**src/rtl/port0_pkg.sv**
```systemverilog
// constants for the port 0 pin function block
// Overview of operation
// - output direction in port mode drives the pin from its output latch
// - data read of an output pin returns the output latch
// - data write to an input pin only updates the latch
// - data read of an input pin returns the sampled pin level
// - latch bits hold their value until software writes them again
// - data register access depends on direction only, not on mode
// - one bit per pin, each bit individually readable and writable
// - direction bit 0 is output, 1 is input, per pin
// - mode bit 0 is port, 1 is alternate; mode register resets to zero
// - function-select bit picks one of two alternate functions; here it is only stored and read back, no routing uses it
// - extension bit joins function-select for three or more functions; this block has no extension register
// - open-drain bit 0 is push-pull, 1 is n-channel open drain
// - open-drain bit acts only in port mode output direction
// - 66 pins; mode, extension registers exist only on listed ports
// - port 0 has five pins, bits 2 to 6, each with own direction
// - alternate routing: nmi, irq0 plus trigger, irq1 to irq3
// - debug enable set makes pin 5 the debug reset input
package port0_pkg;
    localparam logic [2:0] data_off      = 3'h0;
    localparam logic [2:0] dir_off       = 3'h1;
    localparam logic [2:0] mode_off      = 3'h2;
    localparam logic [2:0] fsel_off      = 3'h3;
    localparam logic [2:0] od_off        = 3'h4;
    localparam logic [2:0] dbg_off       = 3'h5;
    localparam logic [7:0] pin_mask      = 8'h7c;
    localparam logic [7:0] data_reset    = 8'h00;
    localparam logic [7:0] dir_reset     = 8'hff;
    localparam logic [7:0] mode_reset    = 8'h00;
    localparam logic [7:0] fsel_reset    = 8'h00;
    localparam logic [7:0] od_reset      = 8'h00;
    localparam logic       dbg_reset     = 1'b1;
    localparam int         nmi_bit       = 2;
    localparam int         irq0_bit      = 3;
    localparam int         irq1_bit      = 4;
    localparam int         irq2_bit      = 5;
    localparam int         irq3_bit      = 6;
    localparam int         dbg_rst_bit   = 5;
endpackage

```
**src/rtl/port0_pin_function_control.sv**
```systemverilog
// port 0 pin function control: latch, direction, mode, open drain
`timescale 1ns/1ps
`default_nettype none
module port0_pin_function_control (
    input  wire logic       clk,
    input  wire logic       rst,
    input  wire logic [2:0] addr,
    input  wire logic [7:0] wdata,
    input  wire logic       wr,
    input  wire logic       rd,
    output logic      [7:0] rdata,
    input  wire logic [7:0] pin_in,
    output logic      [7:0] pin_out,
    output logic      [7:0] pin_oe_n,
    output logic            nmi_in,
    output logic            ext_irq_in_0,
    output logic            converter_trigger_in,
    output logic            ext_irq_in_1,
    output logic            ext_irq_in_2,
    output logic            ext_irq_in_3,
    output logic            debug_reset_in
);
    logic [7:0] port_data_latch;
    logic [7:0] port_direction;
    logic [7:0] port_alt_mode_select;
    logic [7:0] alt_function_select;
    logic [7:0] open_drain_select;
    logic       debug_enable_bit;

    // values the registers take at the next edge
    logic [7:0] next_port_data_latch;
    logic [7:0] next_port_direction;
    logic [7:0] next_port_alt_mode_select;
    logic [7:0] next_alt_function_select;
    logic [7:0] next_open_drain_select;
    logic       next_debug_enable_bit;

    // one write strobe per register index
    logic       wr_data;
    logic       wr_dir;
    logic       wr_mode;
    logic       wr_fsel;
    logic       wr_od;
    logic       wr_dbg;

    logic [7:0] next_rdata_bit_sel;
    logic [7:0] next_rdata;
    logic [7:0] next_rdata_out;
    logic [7:0] drive_en;
    logic [7:0] od_active;

    // routed alternate inputs before their flops
    logic       next_nmi_in;
    logic       next_ext_irq_in_0;
    logic       next_converter_trigger_in;
    logic       next_ext_irq_in_1;
    logic       next_ext_irq_in_2;
    logic       next_ext_irq_in_3;
    logic       next_debug_reset_in;

    function automatic logic [7:0] masked(input logic [7:0] v);
        masked = v & port0_pkg::pin_mask;
    endfunction

    // register write strobe for one index
    function automatic logic write_hit(
        input logic       we,
        input logic [2:0] a,
        input logic [2:0] off
    );
        write_hit = we && (a == off);
    endfunction

    // alternate input: pin level only while mode bit is set
    function automatic logic routed(
        input logic sel,
        input logic lvl
    );
        routed = sel & lvl;
    endfunction

    // pin driven in port mode with output direction
    function automatic logic pin_drives(
        input logic used,
        input logic alt,
        input logic dir
    );
        pin_drives = used & ~alt & ~dir;
    endfunction

    // extension and select pair to function index 0..3
    function automatic logic [1:0] alt_index(
        input logic ext,
        input logic sel
    );
        alt_index = {ext, sel};
    endfunction

    // one write strobe per register index
    assign wr_data = write_hit(wr, addr, port0_pkg::data_off);
    assign wr_dir  = write_hit(wr, addr, port0_pkg::dir_off);
    assign wr_mode = write_hit(wr, addr, port0_pkg::mode_off);
    assign wr_fsel = write_hit(wr, addr, port0_pkg::fsel_off);
    assign wr_od   = write_hit(wr, addr, port0_pkg::od_off);
    assign wr_dbg  = write_hit(wr, addr, port0_pkg::dbg_off);

    // output latch: kept until software writes it
    always_comb begin
        next_port_data_latch = port_data_latch;
        if (wr_data) begin
            next_port_data_latch = masked(wdata);
        end
    end

    // latch clears on reset
    always_ff @(posedge clk or posedge rst) begin
        if (rst) begin
            port_data_latch <= port0_pkg::data_reset;
        end else begin
            port_data_latch <= next_port_data_latch;
        end
    end

    // spare bits stay input so they never drive
    always_comb begin
        next_port_direction = port_direction;
        if (wr_dir) begin
            next_port_direction = masked(wdata) | ~port0_pkg::pin_mask;
        end
    end

    // every pin starts as input
    always_ff @(posedge clk or posedge rst) begin
        if (rst) begin
            port_direction <= port0_pkg::dir_reset;
        end else begin
            port_direction <= next_port_direction;
        end
    end

    // per-pin port or alternate select
    always_comb begin
        next_port_alt_mode_select = port_alt_mode_select;
        if (wr_mode) begin
            next_port_alt_mode_select = masked(wdata);
        end
    end

    // port mode on every pin after reset
    always_ff @(posedge clk or posedge rst) begin
        if (rst) begin
            port_alt_mode_select <= port0_pkg::mode_reset;
        end else begin
            port_alt_mode_select <= next_port_alt_mode_select;
        end
    end

    // selects kept; port 0 alternates are single inputs
    always_comb begin
        next_alt_function_select = alt_function_select;
        if (wr_fsel) begin
            next_alt_function_select = masked(wdata);
        end
    end

    // function selects clear on reset
    always_ff @(posedge clk or posedge rst) begin
        if (rst) begin
            alt_function_select <= port0_pkg::fsel_reset;
        end else begin
            alt_function_select <= next_alt_function_select;
        end
    end

    // push-pull or open drain per pin
    always_comb begin
        next_open_drain_select = open_drain_select;
        if (wr_od) begin
            next_open_drain_select = masked(wdata);
        end
    end

    // push-pull after reset
    always_ff @(posedge clk or posedge rst) begin
        if (rst) begin
            open_drain_select <= port0_pkg::od_reset;
        end else begin
            open_drain_select <= next_open_drain_select;
        end
    end

    // debug enable in bit 0 of its index
    always_comb begin
        next_debug_enable_bit = debug_enable_bit;
        if (wr_dbg) begin
            next_debug_enable_bit = wdata[0];
        end
    end

    // debug enable starts set
    always_ff @(posedge clk or posedge rst) begin
        if (rst) begin
            debug_enable_bit <= port0_pkg::dbg_reset;
        end else begin
            debug_enable_bit <= next_debug_enable_bit;
        end
    end

    // per-pin readback: direction 0 latch, 1 pin level
    genvar i;
    generate
        for (i = 0; i < 8; i++) begin : g_read
            assign next_rdata_bit_sel[i] = port_direction[i] ?
                pin_in[i] : port_data_latch[i];
        end

        // port mode output only; port 0 alternates are inputs
        for (i = 0; i < 8; i++) begin : g_drive
            assign drive_en[i] = pin_drives(port0_pkg::pin_mask[i],
                port_alt_mode_select[i], port_direction[i]);
        end

        // open drain counts only on a driving pin
        for (i = 0; i < 8; i++) begin : g_od
            assign od_active[i] = drive_en[i] &
                open_drain_select[i];
        end

        // open drain drives low only, floats for one
        for (i = 0; i < 8; i++) begin : g_out
            assign pin_out[i] = od_active[i] ? 1'b0 :
                port_data_latch[i];
            assign pin_oe_n[i] = ~(drive_en[i] &
                (~od_active[i] | ~port_data_latch[i]));
        end
    endgenerate

    always_comb begin
        case (addr)
            port0_pkg::data_off: next_rdata = masked(next_rdata_bit_sel);
            port0_pkg::dir_off:  next_rdata = masked(port_direction);
            port0_pkg::mode_off: next_rdata = port_alt_mode_select;
            port0_pkg::fsel_off: next_rdata = alt_function_select;
            port0_pkg::od_off:   next_rdata = open_drain_select;
            port0_pkg::dbg_off:  next_rdata = {7'h00, debug_enable_bit};
            default:             next_rdata = 8'h00;
        endcase
    end

    // read data stands only in the cycle after the strobe
    always_comb begin
        next_rdata_out = 8'h00;
        if (rd) begin
            next_rdata_out = next_rdata;
        end
    end

    always_ff @(posedge clk or posedge rst) begin
        if (rst) begin
            rdata <= 8'h00;
        end else begin
            rdata <= next_rdata_out;
        end
    end

    // alternate routing; unselected inputs idle low
    // pin 2 feeds the nmi input
    always_comb begin
        next_nmi_in = routed(
            port_alt_mode_select[port0_pkg::nmi_bit],
            pin_in[port0_pkg::nmi_bit]);
    end

    always_ff @(posedge clk or posedge rst) begin
        if (rst) begin
            nmi_in <= 1'b0;
        end else begin
            nmi_in <= next_nmi_in;
        end
    end

    // pin 3 feeds interrupt 0
    always_comb begin
        next_ext_irq_in_0 = routed(
            port_alt_mode_select[port0_pkg::irq0_bit],
            pin_in[port0_pkg::irq0_bit]);
    end

    always_ff @(posedge clk or posedge rst) begin
        if (rst) begin
            ext_irq_in_0 <= 1'b0;
        end else begin
            ext_irq_in_0 <= next_ext_irq_in_0;
        end
    end

    // pin 3 also feeds the converter trigger
    always_comb begin
        next_converter_trigger_in = routed(
            port_alt_mode_select[port0_pkg::irq0_bit],
            pin_in[port0_pkg::irq0_bit]);
    end

    always_ff @(posedge clk or posedge rst) begin
        if (rst) begin
            converter_trigger_in <= 1'b0;
        end else begin
            converter_trigger_in <= next_converter_trigger_in;
        end
    end

    // pin 4 feeds interrupt 1
    always_comb begin
        next_ext_irq_in_1 = routed(
            port_alt_mode_select[port0_pkg::irq1_bit],
            pin_in[port0_pkg::irq1_bit]);
    end

    always_ff @(posedge clk or posedge rst) begin
        if (rst) begin
            ext_irq_in_1 <= 1'b0;
        end else begin
            ext_irq_in_1 <= next_ext_irq_in_1;
        end
    end

    // pin 5 feeds interrupt 2 unless debug owns it
    always_comb begin
        next_ext_irq_in_2 = ~debug_enable_bit & routed(
            port_alt_mode_select[port0_pkg::irq2_bit],
            pin_in[port0_pkg::irq2_bit]);
    end

    always_ff @(posedge clk or posedge rst) begin
        if (rst) begin
            ext_irq_in_2 <= 1'b0;
        end else begin
            ext_irq_in_2 <= next_ext_irq_in_2;
        end
    end

    // pin 6 feeds interrupt 3
    always_comb begin
        next_ext_irq_in_3 = routed(
            port_alt_mode_select[port0_pkg::irq3_bit],
            pin_in[port0_pkg::irq3_bit]);
    end

    always_ff @(posedge clk or posedge rst) begin
        if (rst) begin
            ext_irq_in_3 <= 1'b0;
        end else begin
            ext_irq_in_3 <= next_ext_irq_in_3;
        end
    end

    // debug reset follows pin 5 whatever its mode bit
    always_comb begin
        next_debug_reset_in = debug_enable_bit &
            pin_in[port0_pkg::dbg_rst_bit];
    end

    always_ff @(posedge clk or posedge rst) begin
        if (rst) begin
            debug_reset_in <= 1'b0;
        end else begin
            debug_reset_in <= next_debug_reset_in;
        end
    end
endmodule
`default_nettype wire

```
**config.mk**
```make
export PLATFORM = sky130hd
export DESIGN_NAME = port0_pin_function_control
export DESIGN_NICKNAME = d
export VERILOG_FILES = /design/src/rtl/port0_pkg.sv /design/src/rtl/port0_pin_function_control.sv
export SDC_FILE = /design/constraint.sdc
export NUM_CORES = 1
export LEC_CHECK = 0
export ABC_AREA = 1
export BUFFER_PORTS_ARGS = -buffer_cell sky130_fd_sc_hd__buf_2
export CAP_MARGIN = 20
export CORE_MARGIN = 10
export CORE_UTILIZATION = 40
export DETAILED_ROUTE_END_ITERATION = 12
export MAX_ROUTING_LAYER = met4
export PLACE_DENSITY = 0.74
export SETUP_SLACK_MARGIN = 0.3
export SYNTH_ARGS = -nofsm -noshare
export SYNTH_HDL_FRONTEND = slang
export SYNTH_SLANG_ARGS = --single-unit
```
**constraint.sdc**
```tcl
create_clock -name clk -period 1.3 [get_ports clk]
set_input_delay 0.065 -clock clk [delete_from_list [all_inputs] [get_ports clk]]
set_output_delay 0.065 -clock clk [all_outputs]
set_load 0.03 [all_outputs]
```
**Yosys cells after proc, flatten, opt, wreduce, memory -nomap -nowiden**

Cells that the tools add are included.

- Multiplexer cells: 12
- Eq/ne operators: 5
- Divide/modulo/power cells: 0
- $mul: 0
- $lt $le $gt $ge: 0
- Shift operators: 0
- Bitwise operators: 53
- Reduce and logical (&&, ||, !) cells: 7
- Add/sub/neg operators: 0

Operators with widths:

| cell | count |
|---|---|
| $pmux W7 S6 | 1 |
| $not A1 Y1 | 26 |
| $and A1 B1 Y1 | 22 |
| $mux W1 | 10 |
| $mux W7 | 1 |
| $eq A3 B2 Y1 const B | 2 |
| $eq A3 B3 Y1 const B | 2 |
| $logic_and A1 B1 Y1 | 6 |
| $or A1 B1 Y1 | 5 |
| $eq A3 B1 Y1 const B | 1 |
| $logic_not A3 Y1 | 1 |

- Memories kept: 0
- ROM bits: 0
- Output and inout port bits: 31
- Bits in latches: 0
- Register bits: 39
- RAM bits: 0
- Input port bits: 23

**Logic depth before layout (Yosys ltp)**

Gate-level depths: netlist of the first run.

- Depth after elaboration: 7
- Gate-level depth with buffers: 8

**Worst setup path after synthesis of the first run**

No wires, ideal clock.

- Path type: register to output
- From: reg port_direction[5]
- To: out pin_out[5]
- Slack: -61 ps
- Cell stages (with the launch flop): 3
- Data required time: 1235 ps
- Data arrival time: 1296 ps
- Path buffers: 0
- Path through: dfstp_2 > nor2_1 > a21boi_0

- Cells in the longest elaborated chain, start to end: 4

RTL lines:

| element | line | source |
|---|---|---|
| from (decl) | port0_pin_function_control.sv:24 | `logic [7:0] port_direction;` |
| from (signal assigned) | port0_pin_function_control.sv:135 | `port_direction <= port0_pkg::dir_reset;` |
| from (signal assigned) | port0_pin_function_control.sv:137 | `port_direction <= next_port_direction;` |
| $not A1 Y1 | port0_pin_function_control.sv:88 | `pin_drives = used & ~alt & ~dir;` |
| $and A1 B1 Y1 | port0_pin_function_control.sv:88 |  |
| $and A1 B1 Y1 | port0_pin_function_control.sv:225 | `assign od_active[i] = drive_en[i] &` |
| $mux W1 | port0_pin_function_control.sv:231 | `assign pin_out[i] = od_active[i] ? 1'b0 :` |
| to (decl) | port0_pin_function_control.sv:13 | `output logic [7:0] pin_out,` |

Every way passes these cells.

**Final worst setup path of the first run**

- From: reg port_direction[6]
- To: out pin_out[6]

The elaborated chain is that of the path after synthesis.

==> metrics, run 1 <==
DP Cell Count=328; Core Box Area=0.004786 mm²; Sw Ratio=34.55%; largest family of logic cells by synthesized area=simple AND/OR/NAND/NOR gates; syn avg cell area=8.808 µm²; critical path capture point type=primary output; synth warn=0; Finished Layout Cells=355; Yosys reg bits=38; CTS root buffer=clkbuf_8; post-synth top area share=39.88%; dominant cells by area after synthesis=dfrtp_1 40%, nand2_1 13%, dfstp_2 7.9%, nand3_1 4.0%, buf_4 3.7%; Synth Area in XOR/XNOR=0%; mux cell area share after synthesis=0%; startpoint type of the worst setup path=register; post-synthesis sequential area ratio=47.73%; share of layout cells above drive strength 1=35.76%; Slew Limit Fails=0; Post-DP HPWL=3177 µm; FF+latch area=958.4 µm²; Top Layer Used=met4; Initial DRC Count=125; wire per inst=13.43 µm; ANT nets after route=0; H-tree levels=2; area grow syn2layout=29.28%; DR pass1 iterations=4; CTS Buf Count=5; sequential power share=41.7%; Vert. Die Dim=90.86 µm; Synth cell types=24; RD Place Congestion=0.8231; largest net degree at the start of global routing=39; status=completed; Initial Utilization=41.96%; Die X=90.86 µm; total gr overflow=0; Pwr Density=1436 mW/mm²; CTS clk-pin slew, worst paths=70 ps; clk buf depth=2; FP Rows=25; Hold Path Class=input pin to register; wl on met1=2109 µm; Post-Synth Adder-Cell Area=0%; final design utilization=54.25%; IO Port Bufs=40; RSZ-0062 raised after global routing=true; critical path required time=1240 ps; cell internal pwr=0.002439 W; Final period util=95.91%; cells after synthesis=228; crit path DAT=1180 ps; Max Clk Rate=0.8021 GHz; Post-Route WL=4769 µm; crit path max fanout=2; gr usage total=12.12%; Synth Cell Area=0.002008 mm²; post-route DRC violation count=0; crit path time final=1247 ps; peak supply drop=0.0006873 V; placed instance area=0.002213 mm²; initial antenna violation count=0; biggest area consumer among synthesized cells=dfrtp_1; Top Ports=54; CTS tree=yes; NetSw=0.001288 W; Antenna Cells=0; finished layout cell area=0.002596 mm²; final setup violation count=0; Layout Nets=310; Via density=4.699; Clock power frac=25.4%; critical path class=register to primary output; wire length on met2=2286 µm; Leak Pwr=1.352 nW; routed wl met3=274 µm; post-synthesis simple-gate area fraction=31.40%; combinational power share=32.9%; CTS sink count=38; multi-input logic area=899.6 µm²; max-cap violations=0; global-route wire length before repair=8052 µm; Max Clock Skew=3.388 ps; Synth Area in Compound Gates=9.034%; vias in the first global route=1671; Vias=1668; fillers=460; die area=0.008255 mm²; Final Hold Viols=0; Worst-Skew Late Latency=290 ps
path summary, 6_finish.rpt:
path	to	from	slack, ps	cells after the start
worst max-delay path	pin_out[6]	port_direction[6]	50	3
worst min-delay path	rdata[3]	rd	60	3
worst max register to register	rdata[5]	port_direction[5]	90	9
worst min register to register	debug_enable_bit	debug_enable_bit	490	2
max in group asynchronous	port_direction[2]	rst	510	4
min in group asynchronous	converter_trigger_in	rst	420	4
cell usage after synthesis, drive strengths merged:
master   n
dfstp    6
nand3   18
o21ai   25
nor2    20
inv     20
a21boi   5
buf     15
dfrtp   32
nand4   12
conb     2
nor3     1
nand2   72
final cells by class:
class,count,area share (%)
Clock buffer,8,4.241
Inverter,20,3.663
Multi-Input combinational cell,161,34.65
Sequential cell,38,36.92
Tap cell,67,3.229
Timing Repair Buffer,61,17.30
layout by cell type (no fill, tap or decap), drive strengths merged:
cell type	count
o21ai	25
inv	20
a21boi	5
nor3	1
nand4	12
dfstp	6
dlygate4sd3	7
nor2	20
nand3	18
dfrtp	32
clkbuf	8
nand2	72
buf	54
conb	8
per-stage QoR:
stage	setup TNS, ps	hold WS (ps)	power (W)	setup WS [ps]
2_1_floorplan	0	164.7	0.002283	312.3
3_3_place_gp	0	195.3	0.002478	199.7
3_5_place_dp	0	203.2	0.002505	201.1
4_1_cts	0	78.25	0.003706	59.68
5_1_grt	-0.2902	86.82	0.003932	-0.2902
6_report	0	60.73	0.003727	53.20
power groups by stage:
| stage | clock [W] | sequential, W | combinational (W) |
|---|---|---|---|
| after floorplan | 0 | 0.00161 | 0.000671 |
| after detailed placement | 0 | 0.00158 | 0.000925 |
| after global placement | 0 | 0.00158 | 0.000903 |
| after CTS | 0.000975 | 0.00154 | 0.00119 |
| final | 0.000945 | 0.00155 | 0.00123 |
| after global routing | 0.00101 | 0.00158 | 0.00134 |
layer usage:
metal / vias up / track usage [%]
met5: - / -
met4: 0 / 4.830
met3: 9 / 4.239
met2: 40 / 18.51
met1: 775 / 14.28
li1: 844 / -
registers in the layout, summed over array words and instances, names as in the netlist:
name / flops
open_drain_select: 5
port_direction: 5
converter_trigger_in: 1
port_alt_mode_select: 5
debug_reset_in: 1
ext_irq_in_2: 1
nmi_in: 1
debug_enable_bit: 1
alt_function_select: 5
rdata: 6
ext_irq_in_1: 1
ext_irq_in_3: 1
port_data_latch: 5
critical path, stage by stage, from the launching register on:
cell	delay [ps]
dfstp_2	570
nor2_4	50
a21boi_2	130
buf_6	140
cell families (layout without fill, tap and decap cells):
logic type / Yosys count / count (layout)
other: 2 / 8
buffers and inverters: 35 / 89
DFF: 38 / 38
and+or+nand+nor: 123 / 123
AOI/OAI and AO/OA: 30 / 30
repair_timing:
item | CTS | global route
resized for setup | 28 | 9
setup buffers | 10 | 2
endpoints found under the setup margin | 15 | 16
endpoints found under the hold margin | 38 | 0
gates cloned | 0 | 0
hold buffers | 7 | 0
pin swaps | 5 | 7
Power figures use the tool's default switching activity.
==> inputs of run 2 (changes only) <==
- REMOVE_ABC_BUFFERS: not set -> 1
- clock period: 1.3 -> 1.15 ns (I/O delays scaled with it)
==> run 2 against run 1 <==
The run now ends with setup timing left; clock skew barely moved; sequential share of layout area decreased by 0.28 points; setup slack got worse by 150 ps; hold slack better by 5.7 ps; count of clock-buffer cells in the layout is 1 lower; combinational power increased by 11%; die area stayed put; power rose by 9.1%; register-to-register slack lost 140 ps; critical path type unchanged; largest cell class unchanged.
==> metrics, run 2 (same netlist as run 1, synthesis figures left out) <==
r2r endpoint=rdata[3]; share of layout cells above drive strength 1=33.22%; critical path required time=1090 ps; Final Hold Viols=0; CTS root buffer=clkbuf_8; peak supply drop=0.0006407 V; status=finished, violations left; CTS clk-pin slew, worst paths=70 ps; critical path class=register to primary output; Final period util=108.8%; cell internal pwr=0.002628 W; hold path endpoint=rdata[0]; initial antenna violation count=0; Post-Route WL=4770 µm; Top reg by flops=rdata; ANT nets after route=0; leading cell types in the layout, fill and taps excluded=69 x nand2_1, 32 x dfrtp_1, 20 x buf_6, 17 x buf_2; DP Cell Count=330; Slew Limit Fails=0; Leak Pwr=1.342 nW; Sw Ratio=35.41%; RSZ-0062 raised after global routing=true; post-route DRC violation count=0; Via density=4.756; CTS sink count=38; slack of the worst reg-to-reg path=-50 ps; Finished Layout Cells=353; final setup violation count=8; Hold Path Class=input pin to register; Max Clk Rate=0.7994 GHz; CTS Buf Count=5; NetSw=0.001441 W; Max Clock Skew=3.661 ps; max incr delay on CP=560 ps; Hold Path Cell Cnt=3; largest net degree at the start of global routing=39; wire per inst=13.51 µm; startpoint type of the worst setup path=register; FF-to-FF Start=port_direction[3]; Initial DRC Count=125; sequential power share=43.3%; H-tree levels=2; Top Ports=54; Crit-path slowest cell=dfstp_2; IO Port Bufs=40; final setup margin=-100.9 ps; Initial Utilization=41.96%; crit path time final=1251 ps; area grow syn2layout=30.28%; Largest register FFs=6; critical path capture point type=primary output; vias in the first global route=1754; clk buf depth=2; Pwr Density=1555 mW/mm²; fillers=440; CTS tree=yes; combinational power share=33.3%; die area=0.008255 mm²; Layout Nets=308; Antenna Cells=0; Worst-Skew Late Latency=290 ps; failing checks=setup timing; global-route wire length before repair=8245 µm; Vert. Die Dim=90.86 µm; Core Box Area=0.004786 mm²; DR pass1 iterations=4; placed instance area=0.002222 mm²; gr usage total=12.61%; total gr overflow=0; setup TNS=-535.6 ps; max-cap violations=0; Vias=1679; Die X=90.86 µm; HP Start=rd; crit path DAT=1190 ps; R2R depth=8; Post-DP HPWL=3173 µm; crit path max fanout=2; multi-input logic area=882.1 µm²; crit path cell chain=nor2_4 > a21boi_2 > buf_6; finished layout cell area=0.002616 mm²; RD Place Congestion=0.8153; most common cell after layout, fill and taps aside=nand2_1; FP Rows=25; Clock power frac=23.3%; FF+latch area=958.4 µm²
## run 2: layout make-up
class | instances | area share [%]
clock inverter | 1 | 0.1913
clock buffer | 7 | 3.300
timing repair buffer | 59 | 19.32
multi-input combinational | 161 | 33.72
inverter | 20 | 3.635
tap | 67 | 3.204
sequential | 38 | 36.63
## run 2: worst max-delay path: cells and delay by family (launching register included)
kind | cells | cell delay (ps)
AO/OA/AOI/OAI | 1 | 150
flip-flops | 1 | 560
AND/OR/NAND/NOR | 1 | 40
buffers and inverters | 1 | 150
## run 2: how the worst max path moves through the flow
stage                            from    endpoint  cells past startpoint
finish              port_direction[3]  pin_out[3]                      3
global route        port_direction[3]    rdata[3]                      8
CTS                 port_direction[5]  pin_out[5]                      3
detailed placement  port_direction[3]    rdata[3]                      7
global placement    port_direction[3]    rdata[3]                      7
floorplan           port_direction[5]  pin_out[5]                      2
## run 2: power groups by stage
stage / clock network [W] / logic, W / registers (W)
finish: 0.000950 / 0.00136 / 0.00176
global route: 0.00103 / 0.00149 / 0.00179
CTS: 0.000965 / 0.00133 / 0.00174
detailed placement: 0 / 0.00103 / 0.00178
global placement: 0 / 0.00101 / 0.00177
floorplan: 0 / 0.000642 / 0.00182
## run 2: what timing repair did
item	in CTS	in global routing
hold buffers	7	0
resized for setup	52	10
pin swaps	6	4
endpoints found under the setup margin	28	33
buffers inserted	8	0
endpoints found under the hold margin	39	0
## run 2: through the flow
stage               hold slack, ps  setup WS, ps  total power (W)  utilization [%]
detailed placement           118.0         35.61         0.002807            46.43
global placement             121.2         40.15         0.002781            46.43
global route                 95.29        -148.8         0.004306            54.67
CTS                          64.93        -106.4         0.004036            53.99
floorplan                    157.2        -203.2         0.002465                -
finish                       66.38        -100.9         0.004068            54.67
## run 2: layer usage
| metal | GRT usage (%) | share of wire [%] | vias up |
|---|---|---|---|
| met4 | 6.527 | 1.6 | 0 |
| met2 | 20.01 | 49 | 48 |
| li1 | - | - | 836 |
| met5 | - | 0 | - |
| met3 | 3.242 | 6.4 | 9 |
| met1 | 14.38 | 43 | 786 |
==> inputs of run 3 (changes only) <==
- CELL_PAD_IN_SITES_DETAIL_PLACEMENT: not set -> 1
- CELL_PAD_IN_SITES_GLOBAL_PLACEMENT: not set -> 1
- CORE_ASPECT_RATIO: not set -> 0.9
- CORE_UTILIZATION: 40 -> 38
- PLACE_DENSITY: 0.74 -> 0.88
==> run 3 against run 2 <==
The flow still finishes with violations (setup timing); cell area rose by 2.0%; via count rose by 4.4%; utilization fell by 3.3 points; combinational power rose by 9%; highest routed layer unchanged.
==> metrics, run 3 (same netlist as run 1, synthesis figures left out) <==
Max Clock Skew=12.88 ps; vias in the first global route=1935; Initial DRC Count=36; CTS tree=yes; Finished Layout Cells=359; Slew Limit Fails=0; Hold Path Class=input pin to register; Post-DP HPWL=3869 µm; max incr delay on CP=580 ps; critical path class=register to primary output; setup TNS=-850.5 ps; final setup violation count=13; total gr overflow=0; final setup margin=-126.6 ps; gr usage total=13.86%; Worst-Skew Late Latency=300 ps; CTS Buf Count=5; Antenna Cells=0; critical path capture point type=primary output; Clock power frac=21.7%; FP Rows=25; CP top delay family=flip-flops; max-cap violations=0; Top reg by flops=rdata; DP Cell Count=330; clk buf depth=2; ANT nets after route=0; Pwr Density=1554 mW/mm²; post-route DRC violation count=0; combinational power share=35.8%; cell internal pwr=0.002651 W; Vert. Die Dim=88.97 µm; crit path time final=1277 ps; status=finished, violations left; NetSw=0.001496 W; RSZ-0062 raised after global routing=true; crit path cell chain=nor2_4 > a21boi_1 > buf_4; RD Place Congestion=0.7934; Post-Route WL=5625 µm; CTS root buffer=clkbuf_8; Via density=4.883; Buf+Inv Stages, Crit Path=1; crit path max fanout=2; Total Power=0.004147 W; Final period util=111.0%; Core Box Area=0.005192 mm²; Die X=96.63 µm; startpoint type of the worst setup path=register; share of layout cells above drive strength 1=36.30%; Leak Pwr=1.368 nW; largest net degree at the start of global routing=39; wire per inst=15.67 µm; peak supply drop=0.0005586 V; Largest register FFs=6; finished layout cell area=0.002669 mm²; Crit-path slowest cell=dfstp_2; Initial Utilization=38.67%; global-route wire length before repair=9321 µm; most common cell after layout, fill and taps aside=nand2_1; placed instance area=0.002222 mm²; Final Hold Viols=0; die area=0.008597 mm²; Sw Ratio=36.08%; Max Clk Rate=0.7834 GHz; leading cell types in the layout, fill and taps excluded=66 x nand2_1, 32 x dfrtp_1, 25 x buf_6, 17 x o21ai_1, 17 x buf_2; area grow syn2layout=32.90%; H-tree levels=2; Vias=1753; crit path DAT=1220 ps; initial antenna violation count=0; IO Port Bufs=40; DR pass1 iterations=4; Top Ports=54; CTS sink count=38; Min Hold Slack=41.92 ps; critical path required time=1090 ps; sequential power share=42.5%; failing checks=setup timing; Layout Nets=314; CTS clk-pin slew, worst paths=70 ps
-- run 3: final cells by class --
type | instances | area [µm²]
clock buffers | 8 | 80.08
multi-input cells | 161 | 884.6
well taps | 67 | 83.83
inverters | 20 | 95.09
flip-flops and latches | 38 | 958.4
repair buffers | 65 | 566.8
fillers | 626 | 2524
-- run 3: timing repair --
| item | CTS | global route |
|---|---|---|
| gates resized for setup | 57 | 19 |
| setup endpoints to repair | 28 | 36 |
| buffers inserted | 13 | 2 |
| endpoints found under the hold margin | 38 | 0 |
| hold buffers | 6 | 0 |
| pin swaps | 6 | 5 |
-- run 3: tightest hold or removal path, cell delays in order --
cell and delay, ps:
buf_2 100, nand3_1 100, nand2_1 70
-- run 3: worst paths after layout --
path | from | to | slack [ps] | depth (start not counted)
setup / recovery | port_direction[4] | pin_out[4] | -130 | 3
max in group asynchronous | rst | port_direction[2] | 530 | 4
hold / removal | wdata[0] | debug_enable_bit | 40 | 3
hold reg to reg | alt_function_select[6] | alt_function_select[6] | 500 | 2
min in group asynchronous | rst | alt_function_select[5] | 360 | 4
setup reg to reg | port_direction[6] | rdata[6] | -110 | 9
-- run 3: power groups by stage --
stage / clock network, W / logic [W] / registers, W
5_1_grt: 0.000983 / 0.00162 / 0.00180
4_1_cts: 0.000929 / 0.00143 / 0.00174
2_1_floorplan: 0 / 0.000642 / 0.00182
3_5_place_dp: 0 / 0.00106 / 0.00179
6_report: 0.000900 / 0.00148 / 0.00176
3_3_place_gp: 0 / 0.00101 / 0.00178
-- run 3: through the flow --
step	util, %	worst slack [ps]
final	51.40	-126.6
after global routing	51.40	-180.7
after CTS	50.29	-113.0
after detailed placement	42.80	19.30
after global placement	42.80	29.98
after floorplan	-	-203.2
-- run 3: per-layer routing --
layer | up-vias | global-route usage (%) | wire, µm
met5 | - | - | 0
met4 | 0 | 4.953 | 80
met3 | 7 | 3.864 | 234
met2 | 39 | 24.76 | 2887
met1 | 854 | 14.60 | 2422
li1 | 853 | - | -
